**src/pse_event_cfg.svh**
```systemverilog
`ifndef PSE_EVENT_CFG_SVH
`define PSE_EVENT_CFG_SVH

// ==========================================================================
// Register map
`define ADDR_SUMMARY          8'h00
`define ADDR_ENABLE           8'h01
`define ADDR_POWER_VIEW       8'h02
`define ADDR_POWER_CLR        8'h03
`define ADDR_DETECT_VIEW      8'h04
`define ADDR_DETECT_CLR       8'h05
`define ADDR_FAULT_VIEW       8'h06
`define ADDR_FAULT_CLR        8'h07
`define ADDR_STARTUP_VIEW     8'h08
`define ADDR_STARTUP_CLR      8'h09
`define ADDR_SUPPLY_VIEW      8'h0A
`define ADDR_SUPPLY_CLR       8'h0B
`define ADDR_PORT1_STATUS     8'h0C
`define ADDR_PORT4_STATUS     8'h0F
`define ADDR_POWER_STATUS     8'h10
`define ADDR_CONFIG           8'h17
`define ADDR_GLOBAL_CMD       8'h1A

// ==========================================================================
// Field positions and reset values
`define BIT_GLOBAL_INT_EN     7
`define BIT_CLEAR_ALL         7
`define BIT_THERMAL           7
`define BIT_LOGIC_OVER        6
`define BIT_LOGIC_UNDER       5
`define BIT_NEG_LOCKOUT       4
`define BIT_NEG_OVER          3
`define BIT_NEG_UNDER         2
`define BIT_OSC_WEAK          1
`define BIT_LOGIC_LOCKOUT     0
`define RESET_BYTE            8'h00
`define RESET_ENABLE          8'h00

`endif

```
**src/pse_event_pkg.sv**
```systemverilog
package pse_event_pkg;
    typedef logic [7:0] byte_t;
    typedef enum logic [2:0] {
        unknown_code,
        positive_source_code,
        large_capacitance_code,
        low_resistance_code,
        signature_valid_code,
        high_resistance_code,
        open_port_code,
        negative_source_code
    } detect_result_code_t;
    typedef enum {
        lockoutHeld,
        running
    } life_state_t;
endpackage

```
**src/pse_event_interrupt_regs.sv**
```systemverilog
// Operation
// - Enable bit per summary source; 1 enables, bit 7 supply down to bit 0.
// - Power-good/power-on toggle flags in bits 7:4/3:0, cleared reading 0x03.
// - Class-done/detect-done flags in bits 7:4/3:0, cleared reading 0x05.
// - Load-removed/overcurrent flags; 0x06 plain read, 0x07 clears.
// - Startup register: class overcurrent bits 7:4, startup failed bits 3:0.
// - Startup register read at 0x08 keeps, 0x09 clears; reset loads zero.
// - Supply register layout thermal..logic lockout, cleared reading 0x0B.
// - Overvoltage comparator of either supply sets its over flag.
// - Undervoltage comparator of either supply sets its under flag.
// - Oscillator weak flag interrupts only when an AC disconnect enable set.
// - Over-temperature resets device; thermal flag set once running resumes.
// - Thermal flag also set on every lockout reset exit.
// - While either supply locked out, hold reset and force ports off.
// - Leave lockout when last supply rises, both above threshold.
// - Read-only port status: class bits 6:4, detect bits 2:0, 7,3 zero.
// - Detection codes 000 unknown through 111 negative DC source.
// - Summary bits OR their groups; low interrupt on any enabled bit.
// - Global enable at 0x17 bit 7 gates the interrupt output.
// - Writing 1 to 0x1A bit 7 clears all event registers.
// - Toggle flags set on any edge of power-good or power-on status.
`timescale 1ns/1ps
`include "pse_event_cfg.svh"

module pse_event_interrupt_regs #(
    parameter int PORTS = 4
) (
    // Clock, reset, enable
    input  wire logic                      clk_sys,
    input  wire logic                      rst,
    input  wire logic                      clkEn,
    // Register port from the serial interface
    input  wire logic [7:0]                regAddr,
    input  wire logic                      regWrite,
    input  wire logic                      regRead,
    input  wire logic [7:0]                regWrData,
    output logic [7:0]                     regRdData,
    // Port events and results
    input  wire logic [PORTS-1:0]          power_good,
    input  wire logic [PORTS-1:0]          power_on_status,
    input  wire logic [PORTS-1:0]          classDoneEvt,
    input  wire logic [PORTS-1:0]          detectDoneEvt,
    input  wire logic [PORTS-1:0]          loadRemovedEvt,
    input  wire logic [PORTS-1:0]          overcurrentEvt,
    input  wire logic [PORTS-1:0]          classOvercurrentEvt,
    input  wire logic [PORTS-1:0]          startupFailedEvt,
    input  wire logic [PORTS*3-1:0]        classResult,
    input  wire logic [PORTS*3-1:0]        detectResult,
    input  wire logic [PORTS-1:0]          resultLoad,
    input  wire logic [PORTS-1:0]          ac_disconnect_enable,
    // Supply monitors
    input  wire logic                      logicOverCmp,
    input  wire logic                      logicUnderCmp,
    input  wire logic                      negOverCmp,
    input  wire logic                      negUnderCmp,
    input  wire logic                      logicLockoutCmp,
    input  wire logic                      negLockoutCmp,
    input  wire logic                      oscWeakCmp,
    input  wire logic                      overTempCmp,
    // Outputs
    output logic                           intr_n,
    output logic                           portsForcedOff,
    output logic                           deviceInReset
);
    import pse_event_pkg::*;

    // ======================================================================
    // Reset and lockout
    life_state_t state_reg;
    logic        holdReset;
    logic        lockout;
    logic        resumed;
    logic        lastLogic_reg;
    logic        lockSeen_reg;
    assign lockout   = logicLockoutCmp | negLockoutCmp;
    assign holdReset = rst | lockout | overTempCmp;
    assign resumed   = (state_reg == lockoutHeld) && !holdReset;

    // The state only leaves the hold once every cause of it has gone.
    always_ff @(posedge clk_sys) begin
        if (rst) begin
            state_reg <= lockoutHeld;
        end else if (clkEn) begin
            case (state_reg)
                lockoutHeld: begin
                    if (!lockout && !overTempCmp) begin
                        state_reg <= running;
                    end
                end
                running: begin
                    if (lockout || overTempCmp) begin
                        state_reg <= lockoutHeld;
                    end
                end
                default: state_reg <= lockoutHeld;
            endcase
        end
    end

    // Remember which supply was last under lockout so the exit marks it.
    always_ff @(posedge clk_sys) begin
        if (rst) begin
            lastLogic_reg <= 1'b1;
        end else if (clkEn && lockout) begin
            lastLogic_reg <= logicLockoutCmp;
        end
    end

    // A thermal-only hold must not report a supply lockout on exit.
    always_ff @(posedge clk_sys) begin
        if (rst) begin
            lockSeen_reg <= 1'b1;
        end else if (clkEn) begin
            if (lockout) begin
                lockSeen_reg <= 1'b1;
            end else if (state_reg == running) begin
                lockSeen_reg <= 1'b0;
            end
        end
    end

    assign portsForcedOff = (state_reg != running);
    assign deviceInReset  = (state_reg != running);

    // ======================================================================
    // Access decode
    // Clear strobes come straight from the request; clkEn gates their effect.
    logic clrAll;
    logic rdPower;
    logic rdDetect;
    logic rdFault;
    logic rdStartup;
    logic rdSupply;
    assign clrAll = regWrite && regAddr == `ADDR_GLOBAL_CMD
                    && regWrData[`BIT_CLEAR_ALL];
    assign rdPower   = regRead && regAddr == `ADDR_POWER_CLR;
    assign rdDetect  = regRead && regAddr == `ADDR_DETECT_CLR;
    assign rdFault   = regRead && regAddr == `ADDR_FAULT_CLR;
    assign rdStartup = regRead && regAddr == `ADDR_STARTUP_CLR;
    assign rdSupply  = regRead && regAddr == `ADDR_SUPPLY_CLR;

    // ======================================================================
    // Control registers
    // The mask clears on every internal reset, so a lockout silences the pin.
    byte_t enable_reg;
    logic  globalEn_reg;
    always_ff @(posedge clk_sys) begin
        if (holdReset) begin
            enable_reg   <= `RESET_ENABLE;
            globalEn_reg <= 1'b0;
        end else if (clkEn && regWrite) begin
            if (regAddr == `ADDR_ENABLE) begin
                enable_reg <= regWrData;
            end
            if (regAddr == `ADDR_CONFIG) begin
                globalEn_reg <= regWrData[`BIT_GLOBAL_INT_EN];
            end
        end
    end

    // ======================================================================
    // Event registers; a new event is ORed after the clear so it wins.
    byte_t power_reg;
    byte_t detect_reg;
    byte_t fault_reg;
    byte_t startup_reg;
    byte_t supply_reg;
    byte_t pwrPrev_reg;
    byte_t pwrNow;
    byte_t supplyEvt;
    assign pwrNow = {power_good, power_on_status};
    always_comb begin
        supplyEvt                     = `RESET_BYTE;
        supplyEvt[`BIT_LOGIC_OVER]    = logicOverCmp;
        supplyEvt[`BIT_NEG_OVER]      = negOverCmp;
        supplyEvt[`BIT_LOGIC_UNDER]   = logicUnderCmp;
        supplyEvt[`BIT_NEG_UNDER]     = negUnderCmp;
        supplyEvt[`BIT_OSC_WEAK]      = oscWeakCmp;
        if (resumed) begin
            supplyEvt[`BIT_THERMAL]   = 1'b1;
        end
        if (resumed && lockSeen_reg) begin
            supplyEvt[`BIT_LOGIC_LOCKOUT] = lastLogic_reg;
            supplyEvt[`BIT_LOGIC_UNDER]   = logicUnderCmp | lastLogic_reg;
            supplyEvt[`BIT_NEG_LOCKOUT]   = !lastLogic_reg;
            supplyEvt[`BIT_NEG_UNDER]     = negUnderCmp | !lastLogic_reg;
        end
    end

    // Levels reset to zero, so a port powered at release reports a change.
    always_ff @(posedge clk_sys) begin
        if (holdReset) begin
            pwrPrev_reg <= `RESET_BYTE;
        end else if (clkEn) begin
            pwrPrev_reg <= pwrNow;
        end
    end

    always_ff @(posedge clk_sys) begin
        if (holdReset) begin
            power_reg   <= `RESET_BYTE;
            detect_reg  <= `RESET_BYTE;
            fault_reg   <= `RESET_BYTE;
            startup_reg <= `RESET_BYTE;
        end else if (clkEn) begin
            power_reg <= ((rdPower || clrAll) ? `RESET_BYTE : power_reg)
                         | (pwrNow ^ pwrPrev_reg);
            detect_reg <= ((rdDetect || clrAll) ? `RESET_BYTE : detect_reg)
                          | {classDoneEvt, detectDoneEvt};
            fault_reg <= ((rdFault || clrAll) ? `RESET_BYTE : fault_reg)
                         | {loadRemovedEvt, overcurrentEvt};
            startup_reg <= ((rdStartup || clrAll) ? `RESET_BYTE
                            : startup_reg)
                           | {classOvercurrentEvt, startupFailedEvt};
        end
    end

    // Supply flags survive the lockout so the exit marks can be recorded.
    // Only rst clears them while the device is held.
    always_ff @(posedge clk_sys) begin
        if (rst) begin
            supply_reg <= `RESET_BYTE;
        end else if (clkEn && !holdReset) begin
            supply_reg <= ((rdSupply || clrAll) ? `RESET_BYTE : supply_reg)
                          | supplyEvt;
        end
    end

    // ======================================================================
    // Port results
    // A load pulse replaces both codes at once; no half-updated pair is seen.
    logic [6:0] status_reg [PORTS];
    always_ff @(posedge clk_sys) begin
        for (int p = 0; p < PORTS; p++) begin
            if (holdReset) begin
                status_reg[p] <= 7'h00;
            end else if (clkEn && resultLoad[p]) begin
                status_reg[p] <= {classResult[p*3 +: 3], 1'b0,
                                  detectResult[p*3 +: 3]};
            end
        end
    end

    // ======================================================================
    // Summary and interrupt
    byte_t summary;
    logic  oscGate;
    // Only the oscillator flag is gated: it matters only while AC sensing runs.
    assign oscGate = |ac_disconnect_enable;
    always_comb begin
        summary[7] = |{supply_reg[7:2], supply_reg[0],
                       supply_reg[`BIT_OSC_WEAK] & oscGate};
        summary[6] = |startup_reg;
        summary[5] = |fault_reg[3:0];
        summary[4] = |detect_reg[7:4];
        summary[3] = |detect_reg[3:0];
        summary[2] = |fault_reg[7:4];
        summary[1] = |power_reg[7:4];
        summary[0] = |power_reg[3:0];
    end

    // The pin is registered so a decode glitch can never pulse it.
    always_ff @(posedge clk_sys) begin
        if (holdReset) begin
            intr_n <= 1'b1;
        end else if (clkEn) begin
            intr_n <= !(globalEn_reg && |(summary & enable_reg));
        end
    end

    // ======================================================================
    // Read data, registered on the read strobe.
    // Unmapped addresses read as zero.
    byte_t rdMux;
    always_comb begin
        rdMux = `RESET_BYTE;
        case (regAddr)
            `ADDR_SUMMARY:                     rdMux = summary;
            `ADDR_ENABLE:                      rdMux = enable_reg;
            `ADDR_POWER_VIEW, `ADDR_POWER_CLR: rdMux = power_reg;
            `ADDR_DETECT_VIEW, `ADDR_DETECT_CLR: rdMux = detect_reg;
            `ADDR_FAULT_VIEW, `ADDR_FAULT_CLR: rdMux = fault_reg;
            `ADDR_STARTUP_VIEW, `ADDR_STARTUP_CLR: rdMux = startup_reg;
            `ADDR_SUPPLY_VIEW, `ADDR_SUPPLY_CLR: rdMux = supply_reg;
            `ADDR_POWER_STATUS:                rdMux = pwrNow;
            `ADDR_CONFIG:     rdMux = {globalEn_reg, 7'h00};
            default: begin
                if (regAddr >= `ADDR_PORT1_STATUS
                    && regAddr <= `ADDR_PORT4_STATUS)
                    rdMux = {1'b0, status_reg[regAddr[1:0]]};
            end
        endcase
    end

    always_ff @(posedge clk_sys) begin
        if (rst) begin
            regRdData <= `RESET_BYTE;
        end else if (clkEn && regRead) begin
            regRdData <= rdMux;
        end
    end
endmodule

```
**config.mk**
```make
export PLATFORM = sky130hd
export DESIGN_NAME = pse_event_interrupt_regs
export DESIGN_NICKNAME = d
export VERILOG_FILES = /design/src/pse_event_pkg.sv /design/src/pse_event_interrupt_regs.sv
export VERILOG_INCLUDE_DIRS = /design/src /design/src/src
export SDC_FILE = /design/constraint.sdc
export NUM_CORES = 1
export LEC_CHECK = 0
export BUFFER_PORTS_ARGS = -buffer_cell sky130_fd_sc_hd__buf_2
export CAP_MARGIN = 5
export CORE_ASPECT_RATIO = 0.8
export CORE_MARGIN = 1
export CORE_UTILIZATION = 54
export CTS_CLUSTER_SIZE = 24
export DETAILED_ROUTE_END_ITERATION = 10
export GPL_TIMING_DRIVEN = 0
export PLACE_DENSITY_LB_ADDON = 0.12
export SLEW_MARGIN = 30
export SYNTH_ARGS = -nofsm -noshare
export SYNTH_HDL_FRONTEND = slang
export SYNTH_SLANG_ARGS = --single-unit
```
**constraint.sdc**
```tcl
create_clock -name clk_sys -period 2.4 [get_ports clk_sys]
set_clock_uncertainty 0.15 [all_clocks]
set_input_delay 0 -clock clk_sys [delete_from_list [all_inputs] [get_ports clk_sys]]
set_output_delay 0 -clock clk_sys [all_outputs]
set_load 0.02 [all_outputs]
```
==> reports/qor.csv <==
metric,value,unit
synth_seq_area_share,47.7,%
antenna_cells,0,
post-route-min-period,2.31,ns
area_delta_synth_final,42.7,%
slew_headroom,53.7,%
die_h,82.8,microns
worstSetupStartpointType,input pin,
die_area,0.00854,sq mm
grt_pass1_vias,4532,
syn-cell-area,0.00441,sq mm
post_synth.cell_area_avg,10.4,sq um
wl_met3,1360,microns
async_reset_ff_share,0,%
cts_resized,0,
synth_cell_types,62,
fin_crit_sh,96.2,%
path_buf_inv,3,
synth-seq-cells,93,
vias,4541,
crit_chain,buf_2 > or4_1 > nor2_2 > clkbuf_1 > and3_1 > dlygate4sd3_1,
tritoncts,yes,
vdd_drop_max,0.325,mV
hold_viol,0,
core_area,0.00791,sq mm
cap_violations,0,
clk_pin_slew,0.09,ns
wire_per_inst,19.8,microns
crit_type,in2reg,
finalWirelength,14900,microns
arrival,2.39,ns
hold_class,in2reg,
syn-instance-count,424,
worst_setup_path_end_kind,register,
grt_usage,36.5,%
drtIter0Drc,409,
htreeDepth,3,
routed_via_density,6.05,
setup_viol_count_final,0,
highest_layer,met5,
cts_root_buffer,clkbuf_8,
cts_num_sinks,93,
fin_nets,730,
tns,0,ns
cts.path.max_buffers,2,
synth_warnings,0,
cts_setup_buffers,0,
rsz0062_at_grt,no,
slowest_stage,or4_1,
critPathMaxStageDelay,0.65,ns
fmax,0.433,GHz
insertion_delay,0.37,ns
post-route-drc-count,0,
largest_reg_flops,24,
cts_buffers,9,
synthesis.nets,517,
ctsHoldBuffers,103,
synth_edf_count,24,
leakage,2.70,nW
synth_ff_type,dfxtp_1,
gp_congestion,0.932,
dr.pass1.iters,5,
cp.required,2.49,ns
ioPinCount,104,
drive_above_1_share,24.0,%
start_util,55.8,%
antenna_found_initial,2,
path_delay_family,simple AND/OR/NAND/NOR gates,
grt_pass1_wl,23100,microns
placed_cell_area,0.00504,sq mm
final_antenna_net_count,0,
dr_wl_met2,6850,microns
die_w,103,microns
grt_max_degree,16,
fp-row-count,29,
met1_length,6110,microns
critPathMaxFanout,10,
status,"finished, final reports clean",
overflow,0,
worst_slew_pin_slew,0.688,ns
fin_area,0.00629,sq mm
dpl.hpwl,9880,microns
portBuffers,99,
power_density,511,mW/mm^2
slew_viol_final,0,
[routing by layer]
| metal | vias up | global-route usage [%] |
|---|---|---|
| met3 | 51 | 9.76 |
| met4 | 4 | 14.7 |
| li1 | 2067 | - |
| met1 | 2146 | 46.9 |
| met5 | - | 0 |
| met2 | 273 | 58.2 |
[logic make-up after synthesis]
family / share of synthesized area (%)
DFF: 47.7
muxes: 9.42
AOI/OAI and AO/OA: 19.1
buffers and inverters: 3.18
and+or+nand+nor: 19.0
xor gates and xnor gates: 1.59
[synthesized netlist by cell type, types with 3 or more instances]
cell	instances	area, sq um
nor4_1	7	43.8
inv_1	3	11.3
nand3_1	6	30.0
nor4_4	3	63.8
dfxtp_1	69	1380
nor2_1	42	158
xor2_1	8	70.1
and3_1	25	156
clkbuf_1	12	45.0
a32oi_1	3	26.3
a22o_1	24	210
or4_1	8	60.1
o21ai_0	7	35.0
mux2i_1	28	280
nand2_1	34	128
a21oi_1	9	45.0
o22ai_1	8	50.1
nor3_1	4	20.0
buf_2	13	65.1
nand3b_1	3	22.5
a22oi_1	25	188
edfxtp_1	24	721
mux4_2	6	135
nor4b_1	3	26.3
[path summary, 6_finish.rpt]
| check | from | end | slack (ns) | depth (start not counted) |
|---|---|---|---|---|
| hold / removal | clkEn | detect_reg[1] | 0.01 | 3 |
| setup / recovery | logicLockoutCmp | status_reg[3][0] | 0.09 | 6 |
| setup reg to reg | power_reg[7] | regRdData[1] | 0.21 | 5 |
| hold reg to reg | globalEn_reg | intr_n | 0.34 | 1 |
[cell type report]
class	instances	area (sq um)
multi-input cells	300	2170
flip-flops and latches	93	2100
repair buffers	202	1530
well taps	108	135
clock inverters	5	81.3
inverters	3	11.3
clock buffers	11	133
plain buffers	28	129
fillers	538	1620
[metrics by stage]
stage,utilization [%],power (mW),std cells,hold WS [ns],setup WS [ns]
floorplan,-,1.81,424,-0.0244,0.683
global placement,63.7,1.95,631,0.0599,0.234
detailed placement,63.7,1.95,631,0.0630,0.234
CTS,79.5,3.18,750,0.00181,0.211
global route,79.5,3.28,750,0.0338,0.0352
finish,79.5,3.21,750,0.0118,0.0914
[power breakdown]
| part | switching, mW | total (mW) | internal [mW] |
|---|---|---|---|
| clock network | 0.581 | 1.18 | 0.597 |
| logic | 0.192 | 0.394 | 0.203 |
| registers | 0.0157 | 1.64 | 1.62 |
| total | 0.789 | 3.21 | 2.42 |
[cells in the final DEF, fill, tap and decap left out, types with 4 or more instances in the layout]
cell,synthesis,routed
a21oi_1,9,9
nor3_1,4,4
mux4_2,6,6
edfxtp_1,24,24
clkbuf_8,0,9
mux2i_1,28,28
xor2_1,8,8
nor4_1,7,6
dlygate4sd3_1,0,103
and3_1,25,25
a22oi_1,25,25
buf_2,13,112
dfxtp_1,69,69
nand3_1,6,6
a22o_1,24,24
clkbuf_1,12,13
or4_1,8,8
o21ai_0,7,7
o22ai_1,8,8
nand2_1,34,34
nor2_1,42,42
[worst register-to-register path, cell delays in order (launching register included)]
cell and delay (ns):
dfxtp_1 0.36, or4_1 0.59, a22oi_1 0.18, o32ai_1 0.11
a2111oi_0 0.51, o22ai_1 0.15
No activity file was read; power rests on OpenSTA's default activity.
